### src/spfis_pkg.sv
// package: register map, flag positions and carrier types of the port event block
package spfis_pkg;

  // register byte offsets
  localparam logic [11:0] OFS_FRAME_BASE  = 12'h000;
  localparam logic [11:0] OFS_EVENT_FLAGS = 12'h004;
  localparam logic [11:0] OFS_EVENT_ENAB  = 12'h008;
  localparam logic [11:0] OFS_PORT_CTRL   = 12'h00c;
  localparam logic [11:0] OFS_GLOBAL_CTRL = 12'h010;
  localparam logic [11:0] OFS_PORT_STAT   = 12'h014;

  // frame area geometry
  localparam int          BASE_LSB        = 8;
  localparam int          FRAME_AREA_BYTES = 256;
  localparam int          UNK_FRAME_MAX   = 64;

  // flag bit positions
  localparam int BIT_COLD   = 31;
  localparam int BIT_TFERR  = 30;
  localparam int BIT_HBFAT  = 29;
  localparam int BIT_HBDAT  = 28;
  localparam int BIT_IFFAT  = 27;
  localparam int BIT_IFNF   = 26;
  localparam int BIT_OVFL   = 24;
  localparam int BIT_PMM    = 23;
  localparam int BIT_PRDY   = 22;
  localparam int BIT_CONN   = 6;
  localparam int BIT_DPROC  = 5;
  localparam int BIT_UNK    = 4;
  localparam int BIT_SDB    = 3;
  localparam int BIT_DSET   = 2;
  localparam int BIT_PSET   = 1;
  localparam int BIT_D2H    = 0;

  // flags that software clears by writing one
  localparam logic [31:0] W1C_MASK  = 32'hed80002f;
  // flags that mirror diagnostic bits elsewhere
  localparam logic [31:0] MIRROR_MASK = 32'h00400050;
  // bits that hold state at all
  localparam logic [31:0] LIVE_MASK = 32'hfdc0007f;

  localparam logic [31:0] RST_WORD  = 32'h00000000;
  localparam logic        RST_BIT   = 1'b0;

  // transport, link and DMA events, one-cycle pulses
  typedef struct packed {
    logic       presence_toggle;
    logic       taskfile_update;
    logic [7:0] taskfile_status;
    logic       bus_error_resp;
    logic       sync_escape_tx;
    logic       data_frame_err;
    logic       nondata_frame_err;
    logic       unknown_frame_good;
    logic [7:0] unknown_frame_len;
    logic       unknown_frame_posted;
    logic       prd_zero_count;
    logic       prd_underflow;
    logic       prd_overflow;
    logic       pm_field_mismatch;
    logic       d2h_irq_posted;
    logic       sdb_irq_posted;
    logic       dma_setup_irq_posted;
    logic       pio_setup_irq_posted;
    logic       prd_irq_done;
  } spfis_evt_t;

  // diagnostic levels mirrored from the port error register
  typedef struct packed {
    logic phy_ready_change_diag;
    logic connect_change_diag;
    logic unknown_frame_diag;
  } spfis_diag_t;

  // APB request
  typedef struct packed {
    logic        psel;
    logic        penable;
    logic        pwrite;
    logic [11:0] paddr;
    logic [31:0] pwdata;
    logic [3:0]  pstrb;
  } spfis_apb_req_t;

endpackage

### src/spfis_flag_bit.sv
// file holds one sticky write-one-to-clear event flag
`timescale 1ns/10ps
`default_nettype none

module spfis_flag_bit (
  input  wire logic clk,
  input  wire logic rst_n,
  input  wire logic set_evt,
  input  wire logic clr_req,
  output logic      flag
);

  // set wins over a clear in the same cycle
  always_ff @(posedge clk) begin
    if (!rst_n) begin
      flag <= spfis_pkg::RST_BIT;
    end else if (set_evt) begin
      flag <= 1'b1;
    end else if (clr_req) begin
      flag <= 1'b0;
    end
  end

endmodule

`default_nettype wire

### src/spfis_port_events.sv
// file holds the received-frame base and port event flag registers with APB access
// Behaviour
// frame base bits 31:8 writable, low byte zero
// frame area is a 256-byte aligned structure
// events set flags, writing one clears
// any set flag sources the interrupt
// reset clears every flag; bits 22 and 6 are not reset and follow the diagnostic mirrors
// presence toggle sets bit 31 if capable
// taskfile update with error sets bit 30
// bus error response sets bit 29
// bit 28 always reads zero
// sync escape while transmitting sets 27
// data frame link errors set 27
// long good-crc unknown frame sets 27
// zero descriptor byte count sets 27
// fatal errors freeze DMA until released
// non-data frame errors set bit 26
// descriptor underflow on read sets 26
// non-fatal error: resend frame, keep running
// descriptor overflow sets bit 24
// port multiplier mismatch sets bit 23
// software ignores mismatch during enumeration
// bit 22 mirrors phy ready diagnostic
// interrupt needs flag, enable, global enable
// bit 6 mirrors connect diagnostic
// bit 4 set on posting, cleared by diagnostic
// d2h register frame with irq sets 0
// reserved bits read zero, ignore writes
// flags sticky, new event beats clear
//
// Implementation choices: register access over APB and the register offsets.
`timescale 1ns/10ps
`default_nettype none

module spfis_port_events #(
  parameter int ADDR_W = 12
) (
  input  wire logic                  SYS_CLK,
  input  wire logic                  RESET_N,
  // apb slave
  input  wire logic                  PSEL,
  input  wire logic                  PENABLE,
  input  wire logic                  PWRITE,
  input  wire logic [ADDR_W-1:0]     PADDR,
  input  wire logic [31:0]           PWDATA,
  input  wire logic [3:0]            PSTRB,
  output logic [31:0]                PRDATA,
  output logic                       PREADY,
  output logic                       PSLVERR,
  // port events and diagnostics
  input  wire spfis_pkg::spfis_evt_t EVT,
  input  wire spfis_pkg::spfis_diag_t DIAG,
  input  wire logic                  PRESENCE_PIN,
  input  wire logic                  PORT_RESET,
  // port side outputs
  output logic [31:0]                FRAME_AREA_BASE,
  output logic [31:0]                FRAME_AREA_END,
  output logic                       DMA_FATAL,
  output logic                       FRAME_RESEND,
  output logic                       PORT_START,
  output logic                       INTRQ
);

  // ===========================================================
  // elaboration checks
  // the decode needs five address bits to reach the status offset
  if (ADDR_W < 5) begin : g_addr_w_check
    $error("address width too small for register map");
  end

  // ===========================================================
  // apb decode
  logic                 wr_acc;
  logic                 rd_acc;
  logic [ADDR_W-1:0]    a_frame_base;
  logic [ADDR_W-1:0]    a_flags;
  logic [ADDR_W-1:0]    a_enab;
  logic [ADDR_W-1:0]    a_pctl;
  logic [ADDR_W-1:0]    a_gctl;
  logic [ADDR_W-1:0]    a_pstat;
  logic                 hit;
  logic [31:0]          wmask;

  assign a_frame_base = ADDR_W'(spfis_pkg::OFS_FRAME_BASE);
  assign a_flags      = ADDR_W'(spfis_pkg::OFS_EVENT_FLAGS);
  assign a_enab       = ADDR_W'(spfis_pkg::OFS_EVENT_ENAB);
  assign a_pctl       = ADDR_W'(spfis_pkg::OFS_PORT_CTRL);
  assign a_gctl       = ADDR_W'(spfis_pkg::OFS_GLOBAL_CTRL);
  assign a_pstat      = ADDR_W'(spfis_pkg::OFS_PORT_STAT);

  // zero-wait slave: every access completes in its first access cycle
  assign PREADY  = 1'b1;
  assign hit     = (PADDR == a_frame_base) || (PADDR == a_flags) || (PADDR == a_enab)
                || (PADDR == a_pctl) || (PADDR == a_gctl) || (PADDR == a_pstat);
  assign PSLVERR = PSEL && PENABLE && !hit;
  assign wr_acc  = PSEL && PENABLE && PWRITE && hit;
  assign rd_acc  = PSEL && !PENABLE && !PWRITE;
  assign wmask   = {{8{PSTRB[3]}}, {8{PSTRB[2]}}, {8{PSTRB[1]}}, {8{PSTRB[0]}}};

  // ===========================================================
  // received-frame base register
  logic [31:0] frame_base_r;

  // low byte held at zero
  always_ff @(posedge SYS_CLK) begin
    if (!RESET_N) begin
      frame_base_r <= spfis_pkg::RST_WORD;
    end else if (wr_acc && PADDR == a_frame_base) begin
      frame_base_r[31:spfis_pkg::BASE_LSB] <=
        (frame_base_r[31:spfis_pkg::BASE_LSB] & ~wmask[31:spfis_pkg::BASE_LSB])
        | (PWDATA[31:spfis_pkg::BASE_LSB] & wmask[31:spfis_pkg::BASE_LSB]);
    end
  end

  // area span exported
  assign FRAME_AREA_BASE = {frame_base_r[31:spfis_pkg::BASE_LSB], 8'h00};
  assign FRAME_AREA_END  = FRAME_AREA_BASE + 32'(spfis_pkg::FRAME_AREA_BYTES - 1);

  // ===========================================================
  // control registers: enables, port start, cold detect capability, global enable
  logic [31:0] enab_r;
  logic        port_start_r;
  logic        cold_detect_capability_r;
  logic        global_irq_enable_r;

  // enable register mirrors the live flag layout
  always_ff @(posedge SYS_CLK) begin
    if (!RESET_N) begin
      enab_r <= spfis_pkg::RST_WORD;
    end else if (wr_acc && PADDR == a_enab) begin
      enab_r <= ((enab_r & ~wmask) | (PWDATA & wmask)) & spfis_pkg::LIVE_MASK;
    end
  end

  // port control: bit 0 start, bit 1 cold detect capability
  always_ff @(posedge SYS_CLK) begin
    if (!RESET_N) begin
      port_start_r             <= spfis_pkg::RST_BIT;
      cold_detect_capability_r <= spfis_pkg::RST_BIT;
    end else if (wr_acc && PADDR == a_pctl && PSTRB[0]) begin
      port_start_r             <= PWDATA[0];
      cold_detect_capability_r <= PWDATA[1];
    end
  end

  // global control: bit 1 interrupt enable
  always_ff @(posedge SYS_CLK) begin
    if (!RESET_N) begin
      global_irq_enable_r <= spfis_pkg::RST_BIT;
    end else if (wr_acc && PADDR == a_gctl && PSTRB[0]) begin
      global_irq_enable_r <= PWDATA[1];
    end
  end

  assign PORT_START = port_start_r;

  // ===========================================================
  // presence pin synchroniser and toggle detect
  logic pres_s1_r;
  logic pres_s2_r;
  logic pres_s3_r;

  // two stages before use, third for edge detect
  always_ff @(posedge SYS_CLK) begin
    if (!RESET_N) begin
      pres_s1_r <= spfis_pkg::RST_BIT;
      pres_s2_r <= spfis_pkg::RST_BIT;
      pres_s3_r <= spfis_pkg::RST_BIT;
    end else begin
      pres_s1_r <= PRESENCE_PIN;
      pres_s2_r <= pres_s1_r;
      pres_s3_r <= pres_s2_r;
    end
  end

  // presence input was synchronised once at the first edge after reset
  logic pres_armed_r;
  always_ff @(posedge SYS_CLK) begin
    if (!RESET_N) begin
      pres_armed_r <= 1'b0;
    end else begin
      pres_armed_r <= 1'b1;
    end
  end

  // ===========================================================
  // event set vector
  logic [31:0] set_vec;
  logic [31:0] clr_vec;
  logic [31:0] flags;

  always_comb begin
    set_vec = '0;
    // pin toggle, gated by capability
    set_vec[spfis_pkg::BIT_COLD]  = cold_detect_capability_r && pres_armed_r
                                 && ((pres_s2_r ^ pres_s3_r) || EVT.presence_toggle);
    // error bit of status byte
    set_vec[spfis_pkg::BIT_TFERR] = EVT.taskfile_update && EVT.taskfile_status[0];
    // master error response
    set_vec[spfis_pkg::BIT_HBFAT] = EVT.bus_error_resp;
    // escape during transmit
    // data frame link errors
    // oversize unknown frame
    // zero descriptor count
    set_vec[spfis_pkg::BIT_IFFAT] = EVT.sync_escape_tx || EVT.data_frame_err
                                 || (EVT.unknown_frame_good
                                     && EVT.unknown_frame_len > 8'(spfis_pkg::UNK_FRAME_MAX))
                                 || EVT.prd_zero_count;
    // non-data frame errors
    // descriptor underflow
    set_vec[spfis_pkg::BIT_IFNF]  = EVT.nondata_frame_err || EVT.prd_underflow;
    // descriptor overflow
    set_vec[spfis_pkg::BIT_OVFL]  = EVT.prd_overflow;
    // multiplier field mismatch
    set_vec[spfis_pkg::BIT_PMM]   = EVT.pm_field_mismatch;
    set_vec[spfis_pkg::BIT_DPROC] = EVT.prd_irq_done;
    set_vec[spfis_pkg::BIT_SDB]   = EVT.sdb_irq_posted;
    set_vec[spfis_pkg::BIT_DSET]  = EVT.dma_setup_irq_posted;
    set_vec[spfis_pkg::BIT_PSET]  = EVT.pio_setup_irq_posted;
    // register frame posted
    set_vec[spfis_pkg::BIT_D2H]   = EVT.d2h_irq_posted;
  end

  // write one clears, zero keeps
  assign clr_vec = (wr_acc && PADDR == a_flags) ? (PWDATA & wmask & spfis_pkg::W1C_MASK)
                                                : 32'h00000000;

  // ===========================================================
  // sticky flags, one cell per write-one-to-clear position
  // sticky, set beats clear
  // reset clears flags
  for (genvar i = 0; i < 32; i++) begin : g_flag
    if (spfis_pkg::W1C_MASK[i]) begin : g_w1c
      spfis_flag_bit u_bit (
        .clk     (SYS_CLK),
        .rst_n   (RESET_N),
        .set_evt (set_vec[i]),
        .clr_req (clr_vec[i]),
        .flag    (flags[i])
      );
    end else if (!spfis_pkg::MIRROR_MASK[i]) begin : g_zero
      // reserved reads zero
      // bus data flag stays zero
      assign flags[i] = 1'b0;
    end
  end

  // mirror of phy ready diagnostic
  assign flags[spfis_pkg::BIT_PRDY] = DIAG.phy_ready_change_diag;
  // mirror of connect diagnostic
  assign flags[spfis_pkg::BIT_CONN] = DIAG.connect_change_diag;

  // unknown frame flag: set on posting, cleared with the diagnostic
  logic unk_r;
  // posting sets, diagnostic low clears
  always_ff @(posedge SYS_CLK) begin
    if (!RESET_N) begin
      unk_r <= spfis_pkg::RST_BIT;
    end else if (EVT.unknown_frame_posted) begin
      unk_r <= 1'b1;
    end else if (!DIAG.unknown_frame_diag) begin
      unk_r <= 1'b0;
    end
  end
  assign flags[spfis_pkg::BIT_UNK] = unk_r;

  // ===========================================================
  // dma fatal hold and non-fatal resend
  logic fatal_r;
  logic resend_r;

  // freeze until start cleared or reset
  always_ff @(posedge SYS_CLK) begin
    if (!RESET_N || PORT_RESET) begin
      fatal_r <= spfis_pkg::RST_BIT;
    end else if (set_vec[spfis_pkg::BIT_IFFAT] || set_vec[spfis_pkg::BIT_OVFL]) begin
      fatal_r <= 1'b1;
    end else if (!port_start_r) begin
      fatal_r <= 1'b0;
    end
  end

  // resend failed non-data frame
  always_ff @(posedge SYS_CLK) begin
    if (!RESET_N || PORT_RESET) begin
      resend_r <= spfis_pkg::RST_BIT;
    end else if (EVT.nondata_frame_err) begin
      resend_r <= 1'b1;
    end else begin
      resend_r <= 1'b0;
    end
  end

  assign DMA_FATAL    = fatal_r;
  assign FRAME_RESEND = resend_r;

  // ===========================================================
  // interrupt output
  logic intrq_r;

  // any enabled flag sources it
  // flag, enable and global enable
  always_ff @(posedge SYS_CLK) begin
    if (!RESET_N) begin
      intrq_r <= spfis_pkg::RST_BIT;
    end else begin
      intrq_r <= global_irq_enable_r && |(flags & enab_r);
    end
  end
  assign INTRQ = intrq_r;

  // ===========================================================
  // read data, captured in the setup cycle
  logic [31:0] rdata_nxt;
  logic [31:0] rdata_r;

  always_comb begin
    rdata_nxt = 32'h00000000;
    if (PADDR == a_frame_base) begin
      rdata_nxt = FRAME_AREA_BASE;
    end else if (PADDR == a_flags) begin
      rdata_nxt = flags & spfis_pkg::LIVE_MASK;
    end else if (PADDR == a_enab) begin
      rdata_nxt = enab_r;
    end else if (PADDR == a_pctl) begin
      rdata_nxt = {30'h0, cold_detect_capability_r, port_start_r};
    end else if (PADDR == a_gctl) begin
      rdata_nxt = {30'h0, global_irq_enable_r, 1'b0};
    end else if (PADDR == a_pstat) begin
      rdata_nxt = {29'h0, pres_s2_r, resend_r, fatal_r};
    end
  end

  always_ff @(posedge SYS_CLK) begin
    if (!RESET_N) begin
      rdata_r <= spfis_pkg::RST_WORD;
    end else if (rd_acc) begin
      rdata_r <= rdata_nxt;
    end
  end
  assign PRDATA = rdata_r;

endmodule

`default_nettype wire

### config.mk
export PLATFORM = sky130hd
export DESIGN_NAME = spfis_port_events
export DESIGN_NICKNAME = d
export VERILOG_FILES = /design/src/spfis_pkg.sv /design/src/spfis_flag_bit.sv /design/src/spfis_port_events.sv
export SDC_FILE = /design/constraint.sdc
export NUM_CORES = 1
export LEC_CHECK = 0
export BUFFER_PORTS_ARGS = -buffer_cell sky130_fd_sc_hd__buf_2
export CAP_MARGIN = 0
export CORE_MARGIN = 2
export CORE_UTILIZATION = 45
export CTS_BUF_LIST = sky130_fd_sc_hd__clkbuf_4 sky130_fd_sc_hd__clkbuf_8
export DETAILED_ROUTE_END_ITERATION = 10
export PLACE_DENSITY = 0.79
export REMOVE_ABC_BUFFERS = 1
export SLEW_MARGIN = 20
export SYNTH_ARGS = -nofsm -noshare
export SYNTH_HDL_FRONTEND = slang
export SYNTH_SLANG_ARGS = --single-unit
### constraint.sdc
create_clock -name SYS_CLK -period 1.9 [get_ports SYS_CLK]
set_clock_uncertainty 0.15 [all_clocks]
set_input_delay 0.285 -clock SYS_CLK [delete_from_list [all_inputs] [get_ports SYS_CLK]]
set_output_delay 0.285 -clock SYS_CLK [all_outputs]
set_load 0.05 [all_outputs]
==> impl_metrics.prom <==
# TYPE chip_impl_metric gauge
chip_impl_metric{name="synth_area",unit="µm²"} 4501
chip_impl_metric{name="clock_tree.buffer_depth",unit=""} 2
chip_impl_metric{name="diodes",unit=""} 0
chip_impl_metric{name="postCtsSetupBuffers",unit=""} 0
chip_impl_info{name="hold_path_class",value="in2reg"} 1
chip_impl_metric{name="setup-violations-final",unit=""} 0
chip_impl_metric{name="cp_num_buf_inv",unit=""} 3
chip_impl_info{name="critical-path-slowest-cell",value="sky130_fd_sc_hd__or3_4"} 1
chip_impl_info{name="critical_path.reg2reg.startpoint",value="unk_r"} 1
chip_impl_metric{name="floorplan.initialDensity",unit="%"} 46.26
chip_impl_metric{name="std_cell_rows",unit=""} 36
chip_impl_metric{name="num-nets-final",unit=""} 794
chip_impl_info{name="cts_root_buffer",value="sky130_fd_sc_hd__clkbuf_8"} 1
chip_impl_metric{name="grt_overflow_total",unit=""} 0
chip_impl_metric{name="ys_seq_area_share",unit="%"} 41.81
chip_impl_metric{name="leakage",unit="nW"} 2.793
chip_impl_info{name="cts_tree",value="yes"} 1
chip_impl_info{name="crit_chain",value="buf_2 > or3_4 > a2111oi_4 > buf_4 > a21oi_2 > buf_6"} 1
chip_impl_metric{name="critical_path_required",unit="ns"} 1.46
chip_impl_metric{name="grt_max_degree",unit=""} 56
chip_impl_metric{name="hpwlAfterDp",unit="µm"} 9986
chip_impl_metric{name="detail_route_antenna_nets",unit=""} 0
chip_impl_metric{name="synthArstFlopShare",unit="%"} 0
chip_impl_metric{name="die-height",unit="µm"} 104.0
chip_impl_metric{name="clk-insertion-delay-late",unit="ns"} 0.36
chip_impl_metric{name="synth_enable_flop_cells",unit=""} 0
chip_impl_info{name="endpoint_kind",value="primary output"} 1
chip_impl_info{name="critical_path.top_delay_family",value="buffers and inverters"} 1
chip_impl_metric{name="post-place-cells",unit=""} 814
chip_impl_metric{name="floorplan.die.width",unit="µm"} 104.0
chip_impl_metric{name="cts.reportedPaths.clkPinSlew",unit="ns"} 0.09
chip_impl_metric{name="track_usage",unit="%"} 23.55
chip_impl_metric{name="post-route-min-period",unit="ns"} 1.854
chip_impl_info{name="cp-startpoint",value="PADDR[7]"} 1
chip_impl_metric{name="global_route_wire_length_before_repair",unit="µm"} 20640
chip_impl_metric{name="area_of_the_placeable_core",unit="µm²"} 9729
chip_impl_metric{name="antenna_found_initial",unit=""} 0
chip_impl_metric{name="final_max_slew_viol_count",unit=""} 0
chip_impl_metric{name="synth_area_per_cell",unit="µm²"} 8.556
chip_impl_metric{name="fillers",unit=""} 890
chip_impl_metric{name="timing.final.ws_setup",unit="ns"} 0.04597
chip_impl_metric{name="h-tree-depth",unit=""} 3
chip_impl_metric{name="first_global_vias",unit=""} 4288
chip_impl_info{name="outcome",value="completed"} 1
chip_impl_metric{name="ys_ff_latch",unit=""} 94
chip_impl_metric{name="tritoncts.num_buffers",unit=""} 9
chip_impl_metric{name="finalWeightedCongestion",unit=""} 0.8552
chip_impl_info{name="critical_path_class",value="in2out"} 1
chip_impl_metric{name="pre_cts_worst_setup_slack",unit="ns"} -0.3457
chip_impl_metric{name="clock_power_share",unit="%"} 34.6
chip_impl_metric{name="final.period_utilization",unit="%"} 97.58
chip_impl_metric{name="synth_warnings",unit=""} 0
chip_impl_metric{name="synth_cell_type_count",unit=""} 52
chip_impl_metric{name="clock_sinks",unit=""} 94
chip_impl_info{name="worstHoldStart",value="EVT[31]"} 1
chip_impl_metric{name="io_buffer_count",unit=""} 166
chip_impl_metric{name="fmax",unit="MHz"} 539.4
chip_impl_metric{name="power.sequential.fraction",unit="%"} 53.1
chip_impl_metric{name="drt-pass1-iter-count",unit=""} 6
chip_impl_metric{name="critical_path.max_fanout",unit=""} 3
chip_impl_metric{name="layoutNonFillerInstCount",unit=""} 841
chip_impl_info{name="synth_flop_cell",value="sky130_fd_sc_hd__dfxtp_1"} 1
chip_impl_metric{name="detail_route.drc_violations",unit=""} 0
chip_impl_metric{name="drt-vias-per-instance",unit=""} 5.228
chip_impl_metric{name="num_io_pins",unit=""} 193
chip_impl_metric{name="power.combinational.fraction",unit="%"} 12.3
chip_impl_metric{name="cap_viol_max_count",unit=""} 0
chip_impl_metric{name="dpl-instance-area",unit="µm²"} 5495
chip_impl_metric{name="syn_to_final_growth",unit="%"} 29.77
chip_impl_metric{name="final_layout_size_suffix_gt1_share",unit="%"} 34.04
chip_impl_metric{name="sw_frac_of_total",unit="%"} 26.76
chip_impl_metric{name="routed-via-count",unit=""} 4397
chip_impl_metric{name="ff2ff_setup_slack",unit="ns"} 0.54
chip_impl_metric{name="p_int",unit="W"} 0.002775
chip_impl_metric{name="power.switching",unit="W"} 0.001014
chip_impl_metric{name="fin_area",unit="µm²"} 5841
chip_impl_metric{name="power-per-cell-area",unit="nW/µm²"} 648.8
chip_impl_metric{name="vdd_ir_drop_max",unit="V"} 0.0003760
chip_impl_info{name="start_kind",value="input port"} 1
chip_impl_metric{name="detail_route.wirelength",unit="µm"} 12990
chip_impl_metric{name="starting_drt_drc_count",unit=""} 264
chip_impl_metric{name="max_stage_delay",unit="ns"} 0.40
chip_impl_metric{name="hold_violations",unit=""} 0
chip_impl_metric{name="synthesis.instances",unit=""} 526
chip_impl_metric{name="die_footprint",unit="µm²"} 10820
chip_impl_metric{name="wire_per_inst",unit="µm"} 15.45
chip_impl_metric{name="crit_arrival",unit="ns"} 1.42
metal layers:
metal | up-vias | GRT usage, % | part of all wire [%]
li1 | 2124 | - | -
met1 | 2022 | 28.43 | 42
met2 | 226 | 42.53 | 49
met3 | 25 | 3.885 | 6.8
met4 | 0 | 7.529 | 2.0
met5 | - | 0 | 0
final cells by class:
| type | count | area [µm²] | area share [%] |
|---|---|---|---|
| Sequential cell | 94 | 1882 | 32.22 |
| Clock inverter | 7 | 73.82 | 1.264 |
| Multi-Input combinational cell | 357 | 2198 | 37.64 |
| Clock buffer | 9 | 123.9 | 2.121 |
| Timing Repair Buffer | 221 | 1321 | 22.62 |
| Inverter | 20 | 75.07 | 1.285 |
| Tap cell | 133 | 166.4 | 2.849 |
cells in the mapped netlist, types with 3 or more instances:
library cell                count  area [µm²]
sky130_fd_sc_hd__nor2b_1        3       18.77
sky130_fd_sc_hd__a22o_1         6       52.55
sky130_fd_sc_hd__and2_1         3       18.77
sky130_fd_sc_hd__and3_1         3       18.77
sky130_fd_sc_hd__nor4_4         3       63.81
sky130_fd_sc_hd__nor4_1         3       18.77
sky130_fd_sc_hd__buf_2          5       25.02
sky130_fd_sc_hd__o41ai_1        3       26.28
sky130_fd_sc_hd__a221oi_1       8       70.07
sky130_fd_sc_hd__buf_4         42       315.3
sky130_fd_sc_hd__mux2i_1       45       450.4
sky130_fd_sc_hd__a41oi_1        6       52.55
sky130_fd_sc_hd__nand2_1      130       488.0
sky130_fd_sc_hd__nor2_1        10       37.54
sky130_fd_sc_hd__a21oi_1       34       170.2
sky130_fd_sc_hd__dfxtp_1       94        1882
sky130_fd_sc_hd__a31oi_1        4       25.02
sky130_fd_sc_hd__clkbuf_1      24       90.09
sky130_fd_sc_hd__a221o_1        7       70.07
sky130_fd_sc_hd__nand3b_1       3       22.52
sky130_fd_sc_hd__nand2b_1       9       56.30
sky130_fd_sc_hd__o21ai_0        9       45.04
sky130_fd_sc_hd__nand3_1        5       25.02
sky130_fd_sc_hd__inv_1         20       75.07
sky130_fd_sc_hd__and4_1         3       26.28
sky130_fd_sc_hd__nand4_1        5       31.28
sky130_fd_sc_hd__a2bb2oi_1      3       26.28
sky130_fd_sc_hd__a22oi_1        4       30.03
power by group through the flow:
stage,sequential (W),clock (W),combinational (W)
3_5_place_dp,0.00206,0,0.000435
4_1_cts,0.00201,0.00134,0.000458
2_1_floorplan,0.00206,0,0.000191
6_report,0.00201,0.00131,0.000467
3_3_place_gp,0.00206,0,0.000426
5_1_grt,0.00201,0.00142,0.000501
layout by cell type (no fill, tap or decap), drive strengths merged, types with 8 or more instances in the layout:
cell type    netlist  layout
a21oi             34      34
a221oi             8       8
buf               47     210
clkbuf            24       9
conb               2      18
dfxtp             94      94
dlygate4sd3        0      11
inv               20      21
mux2i             45      45
nand2            133     133
nand2b             9       9
nor2              11      11
o21ai             11      11
final timing paths:
kind,to,depth (start not counted)
hold reg to reg,pres_s2_r,1
hold / removal,g_flag[30].g_w1c.u_bit.flag,2
setup reg to reg,unk_r,3
setup / recovery,PSLVERR,6
worst register-to-register path, cell delays in order (launching register included):
cell and delay (ns):
sky130_fd_sc_hd__dfxtp_1 0.35, sky130_fd_sc_hd__a21oi_1 0.12, sky130_fd_sc_hd__dlygate4sd3_1 0.57, sky130_fd_sc_hd__nor2_1 0.05
kinds of logic after synthesis:
family | count (synthesis) | share of synthesized area [%]
buffers and inverters | 91 | 11.23
and+or+nand+nor | 194 | 21.24
DFF | 94 | 41.81
AOI/OAI and AO/OA | 99 | 15.35
muxes | 45 | 10.01
xor gates and xnor gates | 1 | 0.1946
other | 2 | 0.1669
timing repair:
item                                   in CTS  in global routing
endpoints found under the hold margin      10                  0
resized for setup                           3                  4
pin swaps                                   0                  0
hold buffers                               11                  0
setup endpoints to repair                   1                  8
metrics by stage:
step	setup TNS [ns]	hold WS (ns)	power [W]	utilization [%]
after floorplan	-6.096	0.1627	0.002249	-
after global placement	-10.15	0.2694	0.002482	56.48
after detailed placement	-11.59	0.2844	0.002492	56.48
after CTS	0	0.004455	0.003809	59.85
after global routing	-0.005656	0.006422	0.003935	60.03
final	0	0.006176	0.003789	60.03
(Power assumes the default switching activity.)
